File: config.mk
export PLATFORM = sky130hd
export DESIGN_NAME = pscl_top
export DESIGN_NICKNAME = d
export VERILOG_FILES = /design/src/rtl/pscl_nco.v /design/src/rtl/pscl_top.v
export VERILOG_INCLUDE_DIRS = /design/src /design/src/rtl
export SDC_FILE = /design/constraint.sdc
export NUM_CORES = 1
export LEC_CHECK = 0
export BUFFER_PORTS_ARGS = -buffer_cell sky130_fd_sc_hd__buf_2
export CELL_PAD_IN_SITES_DETAIL_PLACEMENT = 0
export CELL_PAD_IN_SITES_GLOBAL_PLACEMENT = 2
export CORE_UTILIZATION = 33
export DETAILED_ROUTE_END_ITERATION = 7
export MAX_ROUTING_LAYER = met4
export PLACE_DENSITY_LB_ADDON = 0.1
export SLEW_MARGIN = 20
export SYNTH_ARGS = -nofsm -noshare
export SYNTH_HDL_FRONTEND = slang
export SYNTH_HIERARCHICAL = 1
export SYNTH_SLANG_ARGS = --single-unit
export TNS_END_PERCENT = 20
File: constraint.sdc
create_clock -name pclk -period 2 [get_ports pclk]
set_input_delay 0.4 -clock pclk [delete_from_list [all_inputs] [get_ports pclk]]
set_output_delay 0.4 -clock pclk [all_outputs]
set_load 0.005 [all_outputs]
File: src/rtl/pscl_regs.vh
// constants for the strap, reset and link-pin block: register indices,
// field positions, reset values and timing figures.
// assumes inclusion by bare name from the block's design files.
`ifndef PSCL_REGS_VH
`define PSCL_REGS_VH

// clock and timing figures
`define PSCL_CLK_HZ 100000000
`define PSCL_SCLK_HZ 49152000
`define PSCL_WAKE_HZ 6144000
`define PSCL_POR_MS 15
`define PSCL_POR_CYCLES ((`PSCL_POR_MS * 64'd`PSCL_CLK_HZ + 64'd999) / 64'd1000)

// phy register indices (byte address on apb is four times the index)
`define PSCL_IDX_REG0 5'h00
`define PSCL_IDX_REG1 5'h01
`define PSCL_IDX_REG2 5'h02
`define PSCL_IDX_REG3 5'h03
`define PSCL_IDX_REG4 5'h04
`define PSCL_IDX_REG5 5'h05
`define PSCL_IDX_REG6 5'h06
`define PSCL_IDX_REG7 5'h07
`define PSCL_IDX_PORT0 5'h08
`define PSCL_IDX_CTRL 5'h10
`define PSCL_IDX_STAT 5'h11

// register 1 fields and reset
`define PSCL_R1_RST 8'h3F
// register 2 constant content: extended 111, total ports 2
`define PSCL_R2_VAL 8'hE2
// register 3: max speed in [7:5], reserved [4], delay [3:0]
`define PSCL_SPD_S400 3'h2
`define PSCL_SPD_SPEED_LIMIT_STRAP 3'h1
`define PSCL_R3_DELAY 4'h1
// register 4: link ctrl [7], contender [6], jitter [5:3], power class [2:0]
`define PSCL_R4_LCTRL 7
`define PSCL_R4_CONT 6
`define PSCL_R4_JITTER 3'h1
// register 5 bit positions
`define PSCL_R5_WDOG 7
`define PSCL_R5_ISBR 6
`define PSCL_R5_LOOP 5
`define PSCL_R5_PFAIL 4
`define PSCL_R5_TOUT 3
`define PSCL_R5_PEVT 2
`define PSCL_R5_ACCEL 1
`define PSCL_R5_MULTI 0
`define PSCL_R5_W1C_MASK 8'h3C
`define PSCL_R5_RST_FIXED 8'h04
// register 7: page select [7:5], port select [3:0]
`define PSCL_R7_MASK 8'hEF
// port status page register 00: disabled flag in bit 0
`define PSCL_PORT_DIS_BIT 0
// control register: link wake enable in bit 0
`define PSCL_CTRL_WAKE 0

// serial request codes and the last bit count of each field (its length minus one)
`define PSCL_RQ_READ 3'h5
`define PSCL_RQ_WRITE 3'h6
`define PSCL_RQ_BUS_MAX 3'h3
`define PSCL_RQ_TYPE_BITS 4'h2
`define PSCL_RQ_ADDR_BITS 4'h3
`define PSCL_RQ_DATA_BITS 4'h7

`endif

File: src/rtl/pscl_nco.v
// phase-accumulator rate generator: toggles a square wave at OUT_HZ and
// pulses a one-cycle tick on each rising half.
// assumes a free-running clock at CLK_HZ; output edges carry one clock of jitter.
`timescale 1ns/100ps
`default_nettype none

module pscl_nco #(
	parameter CLK_HZ = 100000000,
	parameter OUT_HZ = 1000000
) (
	input wire clk,
	input wire rst_n,
	input wire run,
	output reg wave_ff,
	output reg rise_ff
);

	// increment per clock for two toggles per output period, 32-bit phase
	localparam [63:0] INC64 = ((64'd2 * OUT_HZ) << 32) / CLK_HZ;
	localparam [31:0] INC = INC64[31:0];

	reg [31:0] acc_ff;
	wire [32:0] sum;

	assign sum = {1'b0, acc_ff} + {1'b0, INC};

	////////////////////////////////////////////////////////////////////////
	// accumulator; stopped and cleared so the wave parks low when idle
	always @(posedge clk or negedge rst_n) begin
		if (!rst_n) begin
			acc_ff <= 32'h00000000;
			wave_ff <= 1'b0;
			rise_ff <= 1'b0;
		end else if (!run) begin
			acc_ff <= 32'h00000000;
			wave_ff <= 1'b0;
			rise_ff <= 1'b0;
		end else begin
			acc_ff <= sum[31:0];
			rise_ff <= sum[32] & ~wave_ff; // tick on the low-to-high toggle
			if (sum[32]) begin
				wave_ff <= ~wave_ff;
			end
		end
	end

endmodule

`default_nettype wire

File: src/rtl/pscl_top.v
// strap loading, power-up reset, phy register seeds and link-side pins
// of a two-port serial-bus phy, with an apb slave onto the same registers.
// assumes strap and link pins are asynchronous and the link samples sclk.
//
// Contract
// Hardware reset loads the three-bit power class field of register 4 from its straps.
// Hardware reset loads the contender bit of register 4 from the manager-capable strap.
// A 49.152 MHz system clock is driven to the link and link-side logic runs on its ticks.
// Power-up reset lasts at least 15 ms and returns every state machine to its start.
// A high speed strap caps the rate at the 200 class, low allows the 400 class.
// A high suspend select enables suspend and resume, low disables them.
// Hardware reset loads each port's disable bit from its port-disable strap.
// Hardware reset loads the acceleration enable bit of register 5 from its strap.
// Hardware reset loads the multi-speed enable bit of register 5 from its strap.
// The coupling select input picks ac coupling when low and dc coupling when high.
// An active link wake output is a 6.144 MHz square wave at half duty.
// Reads, writes and bus requests all arrive on the serial request line and are accepted.
// Power class sits in register 4 bits 5 to 7, taken from straps 0, 1 and 2 in order; the code uses bits 2 to 0, with strap 0 in bit 2.
// Register 3 max speed reads 010 with the speed strap low and 001 with it high.
// The acceleration bit turns ack-accelerated and fly-by arbitration on or off.
// Straps are caught as reset ends and later writes hold until the next reset; the code reads the speed-limit strap live into register 3 instead.
// The link wake output rests at a steady low when no wake is signalled.
//
// Local design decisions: the APB register port and the placing of the registers.
`include "pscl_regs.vh"
`timescale 1ns/100ps
`default_nettype none

module pscl_top #(
	parameter POR_CYCLES = `PSCL_POR_CYCLES
) (
	input wire pclk,
	input wire presetn,
	input wire psel,
	input wire penable,
	input wire pwrite,
	input wire [31:0] paddr,
	input wire [31:0] pwdata,
	output reg [31:0] prdata,
	output wire pready,
	output wire pslverr,
	input wire power_up_reset_n,
	input wire [2:0] power_class_straps,
	input wire manager_capable_strap,
	input wire speed_limit_strap,
	input wire suspend_resume_select,
	input wire [1:0] port_disable_straps,
	input wire accel_strap,
	input wire multi_speed_strap,
	input wire coupling_select,
	input wire link_request_line,
	output wire link_system_clock,
	output wire link_wake_output,
	output wire hw_reset_active,
	output wire speed_limit_speed_limit_strap,
	output wire suspend_resume_en,
	output wire dc_coupled_mode,
	output wire accel_arb_en,
	output wire fly_by_arb_en,
	output wire multi_speed_en,
	output wire [1:0] port_disabled,
	output reg [7:0] link_read_data,
	output reg link_read_valid,
	output reg [2:0] bus_request_type,
	output reg bus_request_valid
);

	localparam NSYNC = 13;
	localparam [63:0] POR_LAST = POR_CYCLES - 1;
	localparam [1:0] L_IDLE = 2'h0;
	localparam [1:0] L_TYPE = 2'h1;
	localparam [1:0] L_ADDR = 2'h2;
	localparam [1:0] L_DATA = 2'h3;

	////////////////////////////////////////////////////////////////////////
	// two-flop synchronisers for every pin input
	wire [NSYNC-1:0] pin_raw;
	reg [NSYNC-1:0] meta_ff;
	reg [NSYNC-1:0] sync_ff;

	assign pin_raw = {power_up_reset_n, power_class_straps, manager_capable_strap,
		speed_limit_strap, suspend_resume_select, port_disable_straps, accel_strap,
		multi_speed_strap, coupling_select, link_request_line};

	genvar gi;
	generate
		for (gi = 0; gi < NSYNC; gi = gi + 1) begin : g_sync
			// meta_ff is read only by sync_ff
			always @(posedge pclk or negedge presetn) begin
				if (!presetn) begin
					meta_ff[gi] <= 1'b0;
					sync_ff[gi] <= 1'b0;
				end else begin
					meta_ff[gi] <= pin_raw[gi];
					sync_ff[gi] <= meta_ff[gi];
				end
			end
		end
	endgenerate

	wire s_purb_n = sync_ff[12];
	wire [2:0] s_pc = sync_ff[11:9];
	wire s_cmc = sync_ff[8];
	wire s_speed_limit_strap = sync_ff[7];
	wire s_sr = sync_ff[6];
	wire [1:0] s_pdis = sync_ff[5:4];
	wire s_accel = sync_ff[3];
	wire s_multi = sync_ff[2];
	wire s_dc = sync_ff[1];
	wire s_link_request_line = sync_ff[0];

	////////////////////////////////////////////////////////////////////////
	// power-up reset: held until the capacitor pin has stayed high long enough
	reg [23:0] por_cnt_ff;
	reg hw_rst_ff;

	always @(posedge pclk or negedge presetn) begin
		if (!presetn) begin
			por_cnt_ff <= 24'h000000;
			hw_rst_ff <= 1'b1;
		end else if (!s_purb_n) begin
			por_cnt_ff <= 24'h000000; // any dip restarts the full period
			hw_rst_ff <= 1'b1;
		end else if (hw_rst_ff) begin
			if (por_cnt_ff == POR_LAST[23:0]) begin
				hw_rst_ff <= 1'b0;
			end else begin
				por_cnt_ff <= por_cnt_ff + 24'h000001;
			end
		end
	end

	assign hw_reset_active = hw_rst_ff;

	////////////////////////////////////////////////////////////////////////
	// clock and wake generators
	reg wake_en_ff;
	wire sclk_tick;

	pscl_nco #(.CLK_HZ(`PSCL_CLK_HZ), .OUT_HZ(`PSCL_SCLK_HZ)) u_sclk (
		.clk(pclk),
		.rst_n(presetn),
		.run(1'b1),
		.wave_ff(link_system_clock),
		.rise_ff(sclk_tick)
	);

	// wake wave runs only when enabled and out of reset, else parks low
	pscl_nco #(.CLK_HZ(`PSCL_CLK_HZ), .OUT_HZ(`PSCL_WAKE_HZ)) u_wake (
		.clk(pclk),
		.rst_n(presetn),
		.run(wake_en_ff & ~hw_rst_ff),
		.wave_ff(link_wake_output),
		.rise_ff()
	);

	////////////////////////////////////////////////////////////////////////
	// serial request receiver, one bit per system clock tick
	reg [1:0] lq_st_ff;
	reg [3:0] lq_cnt_ff;
	reg [7:0] lq_sh_ff;
	reg [2:0] lq_type_ff;
	reg [3:0] lq_addr_ff;
	wire lq_bit_end;
	wire lk_wr_go;
	wire lk_rd_go;
	wire lk_bus_go;
	wire [7:0] lq_next;

	assign lq_next = {lq_sh_ff[6:0], s_link_request_line};
	assign lq_bit_end = sclk_tick & ~hw_rst_ff;
	assign lk_rd_go = lq_bit_end & (lq_st_ff == L_ADDR) & (lq_cnt_ff == `PSCL_RQ_ADDR_BITS)
		& (lq_type_ff == `PSCL_RQ_READ);
	assign lk_wr_go = lq_bit_end & (lq_st_ff == L_DATA) & (lq_cnt_ff == `PSCL_RQ_DATA_BITS);
	assign lk_bus_go = lq_bit_end & (lq_st_ff == L_TYPE) & (lq_cnt_ff == `PSCL_RQ_TYPE_BITS)
		& (lq_next[2:0] != 3'h0) & (lq_next[2:0] <= `PSCL_RQ_BUS_MAX);

	// start bit, 3-bit type, then address and data as the type needs
	always @(posedge pclk or negedge presetn) begin
		if (!presetn) begin
			lq_st_ff <= L_IDLE;
			lq_cnt_ff <= 4'h0;
			lq_sh_ff <= 8'h00;
			lq_type_ff <= 3'h0;
			lq_addr_ff <= 4'h0;
		end else if (hw_rst_ff) begin
			lq_st_ff <= L_IDLE;
			lq_cnt_ff <= 4'h0;
			lq_sh_ff <= 8'h00;
			lq_type_ff <= 3'h0;
			lq_addr_ff <= 4'h0;
		end else if (sclk_tick) begin
			lq_sh_ff <= lq_next;
			lq_cnt_ff <= lq_cnt_ff + 4'h1;
			case (lq_st_ff)
				L_IDLE: begin
					lq_cnt_ff <= 4'h0;
					lq_st_ff <= s_link_request_line ? L_TYPE : L_IDLE;
				end
				L_TYPE: begin
					if (lq_cnt_ff == `PSCL_RQ_TYPE_BITS) begin
						lq_type_ff <= lq_next[2:0];
						lq_cnt_ff <= 4'h0;
						lq_st_ff <= (lq_next[2:0] == `PSCL_RQ_READ || lq_next[2:0] == `PSCL_RQ_WRITE)
							? L_ADDR : L_IDLE;
					end
				end
				L_ADDR: begin
					if (lq_cnt_ff == `PSCL_RQ_ADDR_BITS) begin
						lq_addr_ff <= lq_next[3:0];
						lq_cnt_ff <= 4'h0;
						lq_st_ff <= (lq_type_ff == `PSCL_RQ_WRITE) ? L_DATA : L_IDLE;
					end
				end
				L_DATA: begin
					lq_st_ff <= (lq_cnt_ff == `PSCL_RQ_DATA_BITS) ? L_IDLE : L_DATA;
				end
				default: lq_st_ff <= L_IDLE;
			endcase
		end
	end

	////////////////////////////////////////////////////////////////////////
	// phy register storage
	reg [7:0] r1_ff;
	reg [2:0] pwr_class_ff;
	reg lctrl_ff;
	reg contender_ff;
	reg [7:0] r5_ff;
	reg [7:0] r7_ff;
	reg [1:0] port_dis_ff;
	wire [7:0] r3_val;
	wire [7:0] r4_val;
	wire port_sel;

	assign r3_val = {(s_speed_limit_strap ? `PSCL_SPD_SPEED_LIMIT_STRAP : `PSCL_SPD_S400), 1'b0, `PSCL_R3_DELAY};
	assign r4_val = {lctrl_ff, contender_ff, `PSCL_R4_JITTER, pwr_class_ff};
	assign port_sel = r7_ff[0];

	// read mux shared by the apb slave and the link read path
	function [7:0] phy_rd;
		input [4:0] idx;
		begin
			case (idx)
				`PSCL_IDX_REG1: phy_rd = r1_ff;
				`PSCL_IDX_REG2: phy_rd = `PSCL_R2_VAL;
				`PSCL_IDX_REG3: phy_rd = r3_val;
				`PSCL_IDX_REG4: phy_rd = r4_val;
				`PSCL_IDX_REG5: phy_rd = r5_ff;
				`PSCL_IDX_REG7: phy_rd = r7_ff;
				`PSCL_IDX_PORT0: phy_rd = {7'h00, port_dis_ff[port_sel]};
				`PSCL_IDX_CTRL: phy_rd = {7'h00, wake_en_ff};
				`PSCL_IDX_STAT: phy_rd = {5'h00, s_dc, s_sr, hw_rst_ff};
				default: phy_rd = 8'h00;
			endcase
		end
	endfunction

	////////////////////////////////////////////////////////////////////////
	// apb slave: one wait state, data registered at the ready edge
	reg pready_ff;
	wire apb_acc;
	wire apb_map;
	wire [4:0] apb_idx;
	wire apb_wr;

	assign apb_idx = paddr[6:2];
	assign apb_map = (paddr[31:7] == 25'h0000000) && (paddr[1:0] == 2'h0)
		&& (apb_idx <= `PSCL_IDX_PORT0 || apb_idx == `PSCL_IDX_CTRL
		|| apb_idx == `PSCL_IDX_STAT);
	assign apb_acc = psel & penable;
	assign pready = pready_ff;
	assign pslverr = pready_ff & ~apb_map;
	assign apb_wr = apb_acc & pready_ff & pwrite & apb_map;

	always @(posedge pclk or negedge presetn) begin
		if (!presetn) begin
			pready_ff <= 1'b0;
			prdata <= 32'h00000000;
		end else begin
			pready_ff <= apb_acc & ~pready_ff;
			if (apb_acc & ~pready_ff & ~pwrite) begin
				prdata <= {24'h000000, (apb_map ? phy_rd(apb_idx) : 8'h00)};
			end
		end
	end

	// link write wins over an apb write landing in the same cycle
	wire wr_go;
	wire [4:0] wr_idx;
	wire [7:0] wr_dat;

	assign wr_go = lk_wr_go | apb_wr;
	assign wr_idx = lk_wr_go ? {1'b0, lq_addr_ff} : apb_idx;
	assign wr_dat = lk_wr_go ? lq_next : pwdata[7:0];

	////////////////////////////////////////////////////////////////////////
	// straps reload every cycle of hardware reset, so the release edge keeps
	// the last level seen; afterwards only writes change these fields
	always @(posedge pclk or negedge presetn) begin
		if (!presetn) begin
			r1_ff <= `PSCL_R1_RST;
			pwr_class_ff <= 3'h0;
			lctrl_ff <= 1'b1;
			contender_ff <= 1'b0;
			r5_ff <= `PSCL_R5_RST_FIXED;
			r7_ff <= 8'h00;
			port_dis_ff <= 2'h0;
			wake_en_ff <= 1'b0;
		end else if (hw_rst_ff) begin
			r1_ff <= `PSCL_R1_RST;
			pwr_class_ff <= {s_pc[0], s_pc[1], s_pc[2]};
			lctrl_ff <= 1'b1;
			contender_ff <= s_cmc;
			r5_ff <= `PSCL_R5_RST_FIXED | {6'h00, s_accel, s_multi};
			r7_ff <= 8'h00;
			port_dis_ff <= s_pdis;
			wake_en_ff <= 1'b0;
		end else if (wr_go) begin
			case (wr_idx)
				`PSCL_IDX_REG1: r1_ff <= wr_dat;
				`PSCL_IDX_REG4: begin
					lctrl_ff <= wr_dat[`PSCL_R4_LCTRL];
					contender_ff <= wr_dat[`PSCL_R4_CONT];
					pwr_class_ff <= wr_dat[2:0];
				end
				`PSCL_IDX_REG5: begin
					// event flags clear on one, control bits store directly
					r5_ff <= (r5_ff & `PSCL_R5_W1C_MASK & ~wr_dat)
						| (wr_dat & ~`PSCL_R5_W1C_MASK);
				end
				`PSCL_IDX_REG7: r7_ff <= wr_dat & `PSCL_R7_MASK;
				`PSCL_IDX_PORT0: port_dis_ff[port_sel] <= wr_dat[`PSCL_PORT_DIS_BIT];
				`PSCL_IDX_CTRL: wake_en_ff <= wr_dat[`PSCL_CTRL_WAKE];
				default: r1_ff <= r1_ff;
			endcase
		end
	end

	////////////////////////////////////////////////////////////////////////
	// link-side answers: read data and bus request pulses
	always @(posedge pclk or negedge presetn) begin
		if (!presetn) begin
			link_read_data <= 8'h00;
			link_read_valid <= 1'b0;
			bus_request_type <= 3'h0;
			bus_request_valid <= 1'b0;
		end else begin
			link_read_valid <= lk_rd_go;
			bus_request_valid <= lk_bus_go;
			if (lk_rd_go) link_read_data <= phy_rd({1'b0, lq_next[3:0]});
			if (lk_bus_go) bus_request_type <= lq_next[2:0];
		end
	end

	////////////////////////////////////////////////////////////////////////
	// mode levels toward the transceiver and arbitration logic
	assign speed_limit_speed_limit_strap = s_speed_limit_strap;
	assign suspend_resume_en = s_sr;
	assign dc_coupled_mode = s_dc;
	assign accel_arb_en = r5_ff[`PSCL_R5_ACCEL];
	assign fly_by_arb_en = r5_ff[`PSCL_R5_ACCEL];
	assign multi_speed_en = r5_ff[`PSCL_R5_MULTI];
	assign port_disabled = port_dis_ff;

endmodule

`default_nettype wire

==> results.md, run 1 <==
- Fin area: roughly 13000 um^2
- Area occupied by registers: 4770 um^2
- WL per Instance: 16.9 um
- Cell mode on critical path: buf_4
- Row Count: 63
- Core Footprint: between 20000 and 30000 um^2
- Overall power: 8.77 mW
- Fin. Hold Viols: 0
- Power density cells: ~690 nW/um^2
- Final wirelength: 27700 um
- Die H: around 180 um
- Port Buf Inserts: 91
- Initial core utilization: between 30% and 40%
- CP startpoint: hw_reset_active
- CP Cell Sequence: nand4b_4 -> buf_4 -> nor4_2 -> buf_4 -> buf_6 -> or4b_4 -> o211ai_1
- CP max stage cell: dfstp_2
- Mean Syn Cell Area: ~9.7 um^2
- CTS root buf: clkbuf_16
- Crit path max fanout: 6
- Worst setup path category: flip-flop to flip-flop
- DPL Wire Length: 20200 um
- Clock sink count: 190
- GPL Wtd Cong: 0.789
- Class of the worst hold path: input pin to flip-flop
- Reg2reg start: hw_reset_active
- Worst flop-to-flop path endpoint: r5_ff[0]
- RSZ-0062 raised after global routing: yes
- Global route overflow: 0
- CP arrival: 2.34 ns
- Final Skew: 0.00935 ns
- DRT iter0 DRCs: 538
- Max-cap violations: 0
- Global Route Usage Sum: a little under a fifth
- TritonCTS clock tree: done
- Synth warn: 6
- End point of the critical path: r5_ff[0]
- I/O pin cnt: 140
- Routed Antenna Nets: 0
- Cts bufs inserted: 17
- Cells on worst reg2reg path: 7
- Slew HR: 63.5%
- Largest net degree at the start of global routing: between 50 and 60
- Clock transition at path regs: 0.08 ns
- Cell Area, Placed: 11700 um^2
- Cells after Synth: 1039
- F_max: 505 MHz
- Worst reg2reg setup slack: 0.02 ns
- Die area: 31200 um^2
- Netlist Area Pre-Place: 10100 um^2
- Worst-Margin Slew: 0.547 ns
- Crit path launch type: flip-flop
- Clock Path Buffers: 2
- Area delta synth->final: 27.0%
- Fin crit period: 1.98 ns
- Area of the multi-input gates: 5260 um^2
- Initial antenna violation count: 0
- Worst path required time: 2.36 ns
- DRC: 0
- Share of post-route cells with drive strength above 1: 28.4%
- Depth of the CTS H-tree: 4
- DR vias/cell: 5.08
- Status: finished, final reports clean
- Final Max Tran Viols: 0
- Die X: between 150 and 200 um
- First-pass GRT wire length: 44600 um
- DR vias: 8312
- Final setup vio count: 0
- Fill count: 2980
- Crit share post-route: 98.9%
- Largest stage delay on the critical path: approximately 0.54 ns
- Maximum vdd drop: 0.000544 V
- Fin nets: 1321
- ANT cells: 0
- DRT Pass-1 Iters: 5
- Vias in the first global route: 8071
- Leak Pwr: around 5.8 nW
- Crit end category: flip-flop
- Skew-Pair Late Insertion Delay: 0.45 ns
## state kept, by name (all words and copies together), names as in the netlist, 2 cells and up
register and flops:
lq_type_ff 3, lq_cnt_ff 4, meta_ff 13, bus_request_type 3, port_disabled 2, r5_ff 8
pwr_class_ff 3, s_pc 3, r1_ff 8, u_wake/acc_ff 32, prdata 8, u_sclk/acc_ff 31
por_cnt_ff 24, lq_addr_ff 4, link_read_data 8, lq_sh_ff 7, lq_st_ff 2, r7_ff 7
s_pdis 2
## cell usage in the layout, fill, tap and decap left out, types with 8 or more instances in the layout
cell type,n
dfrtp_1,181
buf_4,108
nand2_1,91
buf_2,90
nor2_1,86
a21oi_1,42
o21ai_0,36
conb_1,33
mux2i_1,32
nand3_1,30
nor3_1,25
and2_1,25
xor2_1,25
inv_1,23
a211oi_1,22
xnor2_1,20
nand2b_1,19
clkbuf_16,17
and3_1,14
or3_1,14
nor2b_1,13
a21o_1,12
nand4_1,11
buf_6,11
o21ai_1,10
a211oi_2,9
o211ai_1,9
a22oi_1,9
o21a_1,9
dfstp_2,9
nor4_1,8
## worst min path at each step
stage,from,slack (ns),depth (start not counted),endpoint
floorplan,presetn,0.10,0,bus_request_type[0]
global placement,meta_ff[7],0.33,0,speed_limit_speed_limit_strap
detailed placement,meta_ff[3],0.33,0,s_accel
CTS,power_class_straps[2],0.03,1,meta_ff[11]
global route,power_class_straps[2],0.03,1,meta_ff[11]
finish,power_class_straps[2],0.06,1,meta_ff[11]
## routing by layer
| metal | up-vias | share of wire, % | track usage [%] |
|---|---|---|---|
| met5 | - | 0 | - |
| met4 | 0 | 0.91 | 4.99 |
| met3 | 17 | 3.1 | 2.88 |
| met2 | 135 | 46 | 28.3 |
| met1 | 4068 | 50 | 26.0 |
| li1 | 4092 | - | - |
## through the flow
step                      std cells  utilization [%]  setup TNS, ns  setup slack [ns]  hold slack [ns]
after floorplan                1070                -              0            0.0739            0.104
after detailed placement       1598             39.3          -3.93            -0.213            0.335
after global routing           1637             42.9          -1.25           -0.0954           0.0327
final                          1637             42.9              0            0.0212           0.0555
after CTS                      1635             42.0         -0.334           -0.0572           0.0299
after global placement         1598             39.3          -3.84            -0.222            0.332
## critical path, delay by kind of cell (launching register included)
family                 cells  cell delay, ns
and+or+nand+nor            3            0.78
DFF                        1            0.54
buffers and inverters      3            0.48
AOI/OAI and AO/OA          1            0.10
## area by class of cell
cell class,instances,area share (%)
multi-input combinational,779,41.1
tap,390,3.82
clock buffer,17,3.33
sequential,190,37.3
inverter,27,0.792
timing repair buffer,219,12.3
clock inverter,15,1.34
## where the power goes
group	internal, mW	switching (mW)
logic	0.506	0.574
registers	4.01	0.162
clock network	1.89	1.63
total	6.40	2.37
## repair_timing
action,4_1_cts,5_1_grt
setup endpoints to repair,42,64
pin swaps,11,18
cloned,1,0
endpoints found under the hold margin,45,0
gates resized for setup,31,65
hold buffers,1,0
setup buffers,3,4
Note: power is estimated with default switching activity, not from simulation.
==> run 2: changes to the inputs <==
PLACE_DENSITY_LB_ADDON = 0.12   (was 0.1)
clock period = 1.73 ns   (was 2 ns; I/O delays follow)
==> run 2 against run 1 <==
The run now ends with setup timing left. Sequential share of layout area is 2.7 points lower. Sequential cell count unchanged. Global-route usage grew 0.42 points. Count of clock-buffer cells in the layout grew 1. Register-to-register slack got worse by 0.23 ns. Clock power increased by 18%. Design area increased by 7.8%. Setup slack got worse by 0.23 ns.
==> results.md, run 2 (synthesized netlist as in run 1, its figures left out) <==
- Status: finished with violations
- Failing checks: setup timing
- Cts bufs inserted: 17
- Fin nets: 1413
- Final Max Tran Viols: 0
- Routed Antenna Nets: 0
- Row Count: 63
- Final setup vio count: 65
- Fill count: 2933
- Comb pwr share: 14.0%
- Die X: 177 um
- Final Skew: 0.0109 ns
- Slew HR: between 60% and 70%
- Internal power: 7.66 mW
- Final WS setup: -0.213 ns
- Global route overflow: 0
- Largest net degree at the start of global routing: 55
- Most frequent cells in the layout: 185 x buf_4, 179 x dfrtp_1, 90 x buf_2, 83 x nor2_1, 83 x nand2_1
- Seq pwr share: 46.2%
- Crit path max fanout: 9
- Maximum vdd drop: about 0.00061 V
- Class of the worst hold path: input pin to flip-flop
- Most common cell after layout, fill and taps aside: buf_4
- Setup TNS: -7.50 ns
- Initial antenna violation count: 0
- Crit path launch type: flip-flop
- Largest stage delay on the critical path: 0.41 ns
- Final wirelength: ~28000 um
- Leak Pwr: 6.36 nW
- Cell mode on critical path: buf_12
- Crit end category: flip-flop
- Die H: 177 um
- RSZ-0062 raised after global routing: yes
- Initial core utilization: 33.8%
- GPL Wtd Cong: 0.821
- DPL Wire Length: approximately 21000 um
- Vias in the first global route: 8392
- Overall power: 10.4 mW
- CP Cell Sequence: ha_4 -> nand3b_1 -> buf_12 -> o21ai_4 -> nor4_4 -> buf_12 -> a21o_1 -> buf_6 -> mux2i_1
- Worst setup path category: flip-flop to flip-flop
- Clock Path Buffers: 2
- Crit share post-route: 112%
- DRT Pass-1 Iters: 5
- Fin crit period: 1.94 ns
- Top reg by flops: u_wake/acc_ff
- Area delta synth->final: 36.9%
- F_max: 515 MHz
- DR vias/cell: 4.99
- Biggest regs: u_wake/acc_ff: 32 flops, u_sclk/acc_ff: 31 flops, por_cnt_ff: 24 flops
- Global Route Usage Sum: approximately a fifth
- Share of post-route cells with drive strength above 1: between 30% and 40%
- DR vias: 8621
- Power density cells: 756 nW/um^2
- Fin. Hold Viols: 0
- First-pass GRT wire length: 45300 um
- CP arrival: 2.31 ns
- CP max stage cell: dfrtp_1
- Die area: 31200 um^2
- Switching portion of total power: between 20% and 30%
- I/O pin cnt: 140
- Worst-Margin Slew: 0.553 ns
- TritonCTS clock tree: done
- Max-cap violations: 0
- Clock sink count: 190
- Clock transition at path regs: about 0.070 ns
- Skew-Pair Late Insertion Delay: 0.44 ns
- Core Footprint: 29800 um^2
- Port Buf Inserts: 91
- ANT cells: 0
- Worst path required time: 2.09 ns
- Depth of the CTS H-tree: 4
- CTS root buf: clkbuf_16
- DRC: 0
- Max FFs per register: 32
- Clock power share: 39.8%
- WL per Instance: roughly 16 um
- Switching power: 2.76 mW
- DRT iter0 DRCs: 459
run 2: cell count changes in the layout (fill, tap and decap cells not counted), sizes merged:
cell | before | now
inv | 34 | 31
clkbuf | 18 | 19
buf | 217 | 300
clkinvlp | 2 | 3
bufinv | 2 | 3
dlygate4sd3 | 1 | 10
run 2: final cells by class:
class,instances,area [um^2],area share [%]
multi-input combinational,779,5470,39.7
sequential,190,4770,34.6
timing repair buffer,311,2350,17.0
tap,390,488,3.54
clock buffer,18,429,3.11
clock inverter,14,180,1.31
inverter,27,101,0.735
run 2: power groups by stage:
stage	logic, mW	registers [mW]	clock network (mW)
finish	1.46	4.82	4.15
floorplan	0.737	4.87	0
global placement	1.33	4.88	0
CTS	1.39	4.81	4.30
detailed placement	1.34	4.88	0
global route	1.62	4.84	4.46
run 2: path summary, 6_finish.rpt:
path	startpoint	slack, ns	cells after the start	to
max in group asynchronous	presetn	0.75	3	lq_cnt_ff[3]
min reg2reg	meta_ff[1]	0.35	0	dc_coupled_mode
min in group asynchronous	presetn	0.37	2	por_cnt_ff[18]
max reg2reg	lq_cnt_ff[0]	-0.21	9	r7_ff[1]
max	lq_cnt_ff[0]	-0.21	9	r7_ff[1]
min	manager_capable_strap	0.03	1	meta_ff[8]
run 2: critical path: cells and delay by family, from the launching register on:
kind	cells	cell delay [ns]
AOI/OAI and AO/OA	2	0.21
adders and majority gates	1	0.19
buffers and inverters	3	0.45
DFF	1	0.41
muxes	1	0.17
and+or+nand+nor	2	0.42
run 2: metal layers:
layer	vias to the layer above	track usage, %	wire (um)
met4	0	4.89	263
met3	14	2.92	685
met5	-	-	0
met2	113	29.6	13400
li1	4284	-	-
met1	4210	26.0	13800
run 2: stage by stage:
stage          utilization [%]  setup slack [ns]  hold slack [ns]  instance area, um^2  instances
2_1_floorplan                -            -0.139           0.0504                10300       1070
3_3_place_gp              41.8            -0.343            0.262                12500       1676
3_5_place_dp              41.8            -0.345            0.260                12500       1676
4_1_cts                   45.4            -0.251           0.0112                13500       1726
5_1_grt                   46.3            -0.310          0.00356                13800       1729
6_report                  46.3            -0.213           0.0331                13800       1729
run 2: timing repair:
action                     in CTS  in global routing
pin swaps                      29                 36
setup endpoints to repair     101                110
setup buffers                   8                  5
hold endpoints to repair       30                  0
resized for setup              77                 58
hold buffers                   10                  0
==> run 3: changes to the inputs <==
CORE_UTILIZATION = 39   (was 33)
clock period = 2.5 ns   (was 1.73 ns; I/O delays follow)
==> run 3 against run 2 <==
The run now ends clean. Sequential cell count unchanged. Design area fell by 15%. Wire length fell by 7.9%. Sequential share of layout area up 6.2 points. Clock skew about the same. Critical path depth is 2 lower. First-iteration DRC count increased by 16%. Global-route usage increased by 2.0 points. Non-clock buffer count decreased by 176. Clock power shrank 30%. Die area fell by 15%. Critical path type unchanged. Critical endpoint is now r1_ff[0]. Largest cell class unchanged. Largest power group unchanged.
==> results.md, run 3 (synthesized netlist as in run 1, its figures left out) <==
- Worst flop-to-flop path endpoint: r1_ff[0]
- Final setup vio count: 0
- Max FFs per register: 32
- RSZ-0062 raised after global routing: no
- Core Footprint: about 25000 um^2
- Placed Cells: approximately 1500
- Final Skew: 0.0111 ns
- Fill count: 2493
- DPL Wire Length: 18500 um
- Largest net degree at the start of global routing: a little under 50
- Final hold slack: around 0.030 ns
- Most common cell after layout, fill and taps aside: dfrtp_1
- Global Route Usage Sum: 21.1%
- Die X: 163 um
- Class of the worst hold path: input pin to async pin
- DRT Pass-1 Iters: 5
- Share of post-route cells with drive strength above 1: between 10% and 20%
- Die area: between 20000 and 30000 um^2
- Clock Path Buffers: 2
- Most frequent cells in the layout: 181 x dfrtp_1, 93 x nand2_1, 90 x buf_2, 89 x nor2_1, 46 x a21oi_1
- Global route overflow: 0
- GPL Wtd Cong: 0.800
- CP arrival: 2.59 ns
- Seq pwr share: 47.9%
- Crit path max fanout: 11
- Worst slack, placed: 0.0924 ns
- DRT iter0 DRCs: around 530
- Initial core utilization: 39.9%
- Final wirelength: roughly 26000 um
- Final Max Tran Viols: 0
- Worst reg2reg setup slack: 0.27 ns
- CTS root buf: clkbuf_16
- Skew-Pair Late Insertion Delay: 0.44 ns
- Worst-Margin Slew: around 0.76 ns
- TritonCTS clock tree: done
- Area delta synth->final: 15.9%
- Cell Area, Placed: 11100 um^2
- Routed Antenna Nets: 0
- Fin. Hold Viols: 0
- Cts bufs inserted: 17
- CP startpoint: lq_cnt_ff[0]
- Slew HR: 49.6%
- Max-cap violations: 0
- Hold bufs inserted after CTS: 0
- Port Buf Inserts: 91
- Switching portion of total power: 26.3%
- Switching power: 1.84 mW
- Fin area: 11700 um^2
- Initial antenna violation count: 0
- Maximum vdd drop: 0.000296 V
- Clock sink count: 190
- Crit path launch type: flip-flop
- Clock power share: between 40% and 50%
- Worst path required time: 2.86 ns
- Fin nets: 1237
- Setup TNS: 0 ns
- Row Count: 58
- Postcts setup bufs: 0
- Depth of the CTS H-tree: 4
- Comb pwr share: 10.5%
- Clock transition at path regs: 0.07 ns
- DR vias/cell: 5.34
- Power density cells: 600 nW/um^2
- Cells on worst reg2reg path: 7
- First-pass GRT wire length: 42800 um
- ANT cells: 0
- DRC: 0
- Crit end category: flip-flop
- Top reg by flops: u_wake/acc_ff
- Reg2reg start: lq_cnt_ff[0]
- WL per Instance: 17.4 um
- I/O pin cnt: 140
- Status: finished, final reports clean
- Die H: 163 um
- Leak Pwr: between 5 and 6 nW
- Fin crit period: 2.23 ns
- Internal power: 5.16 mW
- Vias in the first global route: roughly 8000
- Worst setup path category: flip-flop to flip-flop
- DR vias: 7980
- Post-route non-filler standard cell count: 1493
- Biggest regs: u_wake/acc_ff: 32 flops, u_sclk/acc_ff: 31 flops, por_cnt_ff: 24 flops
- Final WS setup: 0.273 ns
- F_max: approximately 450 MHz
- Post-CTS sizing: 0
- Crit share post-route: 89.1%
[run 3: changes by cell type in the layout (fill, tap and decap cells not counted), sizes merged]
cell | previous run | this run
clkinvlp | 3 | 2
buf | 300 | 134
dlygate4sd3 | 10 | 0
clkinv | 4 | 5
[run 3: stage by stage]
step           power (mW)  utilization (%)
5_1_grt              7.33             46.2
6_report             7.00             46.2
4_1_cts              7.10             46.2
3_3_place_gp         4.15             43.8
2_1_floorplan        3.87                -
3_5_place_dp         4.15             43.8
[run 3: how the worst max path moves through the flow]
stage | depth (start not counted) | to
3_5_place_dp | 7 | r1_ff[0]
2_1_floorplan | 6 | r1_ff[0]
6_report | 7 | r1_ff[0]
4_1_cts | 7 | r1_ff[0]
3_3_place_gp | 7 | r1_ff[0]
5_1_grt | 6 | r1_ff[6]
[run 3: power groups by stage]
stage / combinational (mW) / sequential (mW) / clock, mW
2_1_floorplan: 0.506 / 3.37 / 0
3_3_place_gp: 0.734 / 3.41 / 0
3_5_place_dp: 0.741 / 3.41 / 0
4_1_cts: 0.745 / 3.36 / 3.00
5_1_grt: 0.831 / 3.38 / 3.12
6_report: 0.737 / 3.36 / 2.91
[run 3: cell type report]
cell class                 count  area [um^2]  area share, %
multi-input combinational    779         4920           42.1
sequential                   190         4770           40.8
timing repair buffer         135          857           7.34
clock buffer                  18          439           3.76
tap                          330          413           3.54
clock inverter                14          179           1.53
inverter                      27          101          0.868
[run 3: routing by layer]
layer	vias to the layer above	track usage, %	share of wire [%]
li1	3930	-	-
met1	3906	29.5	50
met2	128	32.5	47
met3	16	3.00	3.0
met4	0	4.89	0.85
met5	-	-	0
[run 3: worst max-delay path: stages (launching register included)]
cell,delay [ns]
dfrtp_1,0.42
ha_1,0.26
nand3b_1,0.10
buf_4,0.20
o211ai_1,0.12
or4_1,0.67
and3_1,0.25
o21ai_1,0.13
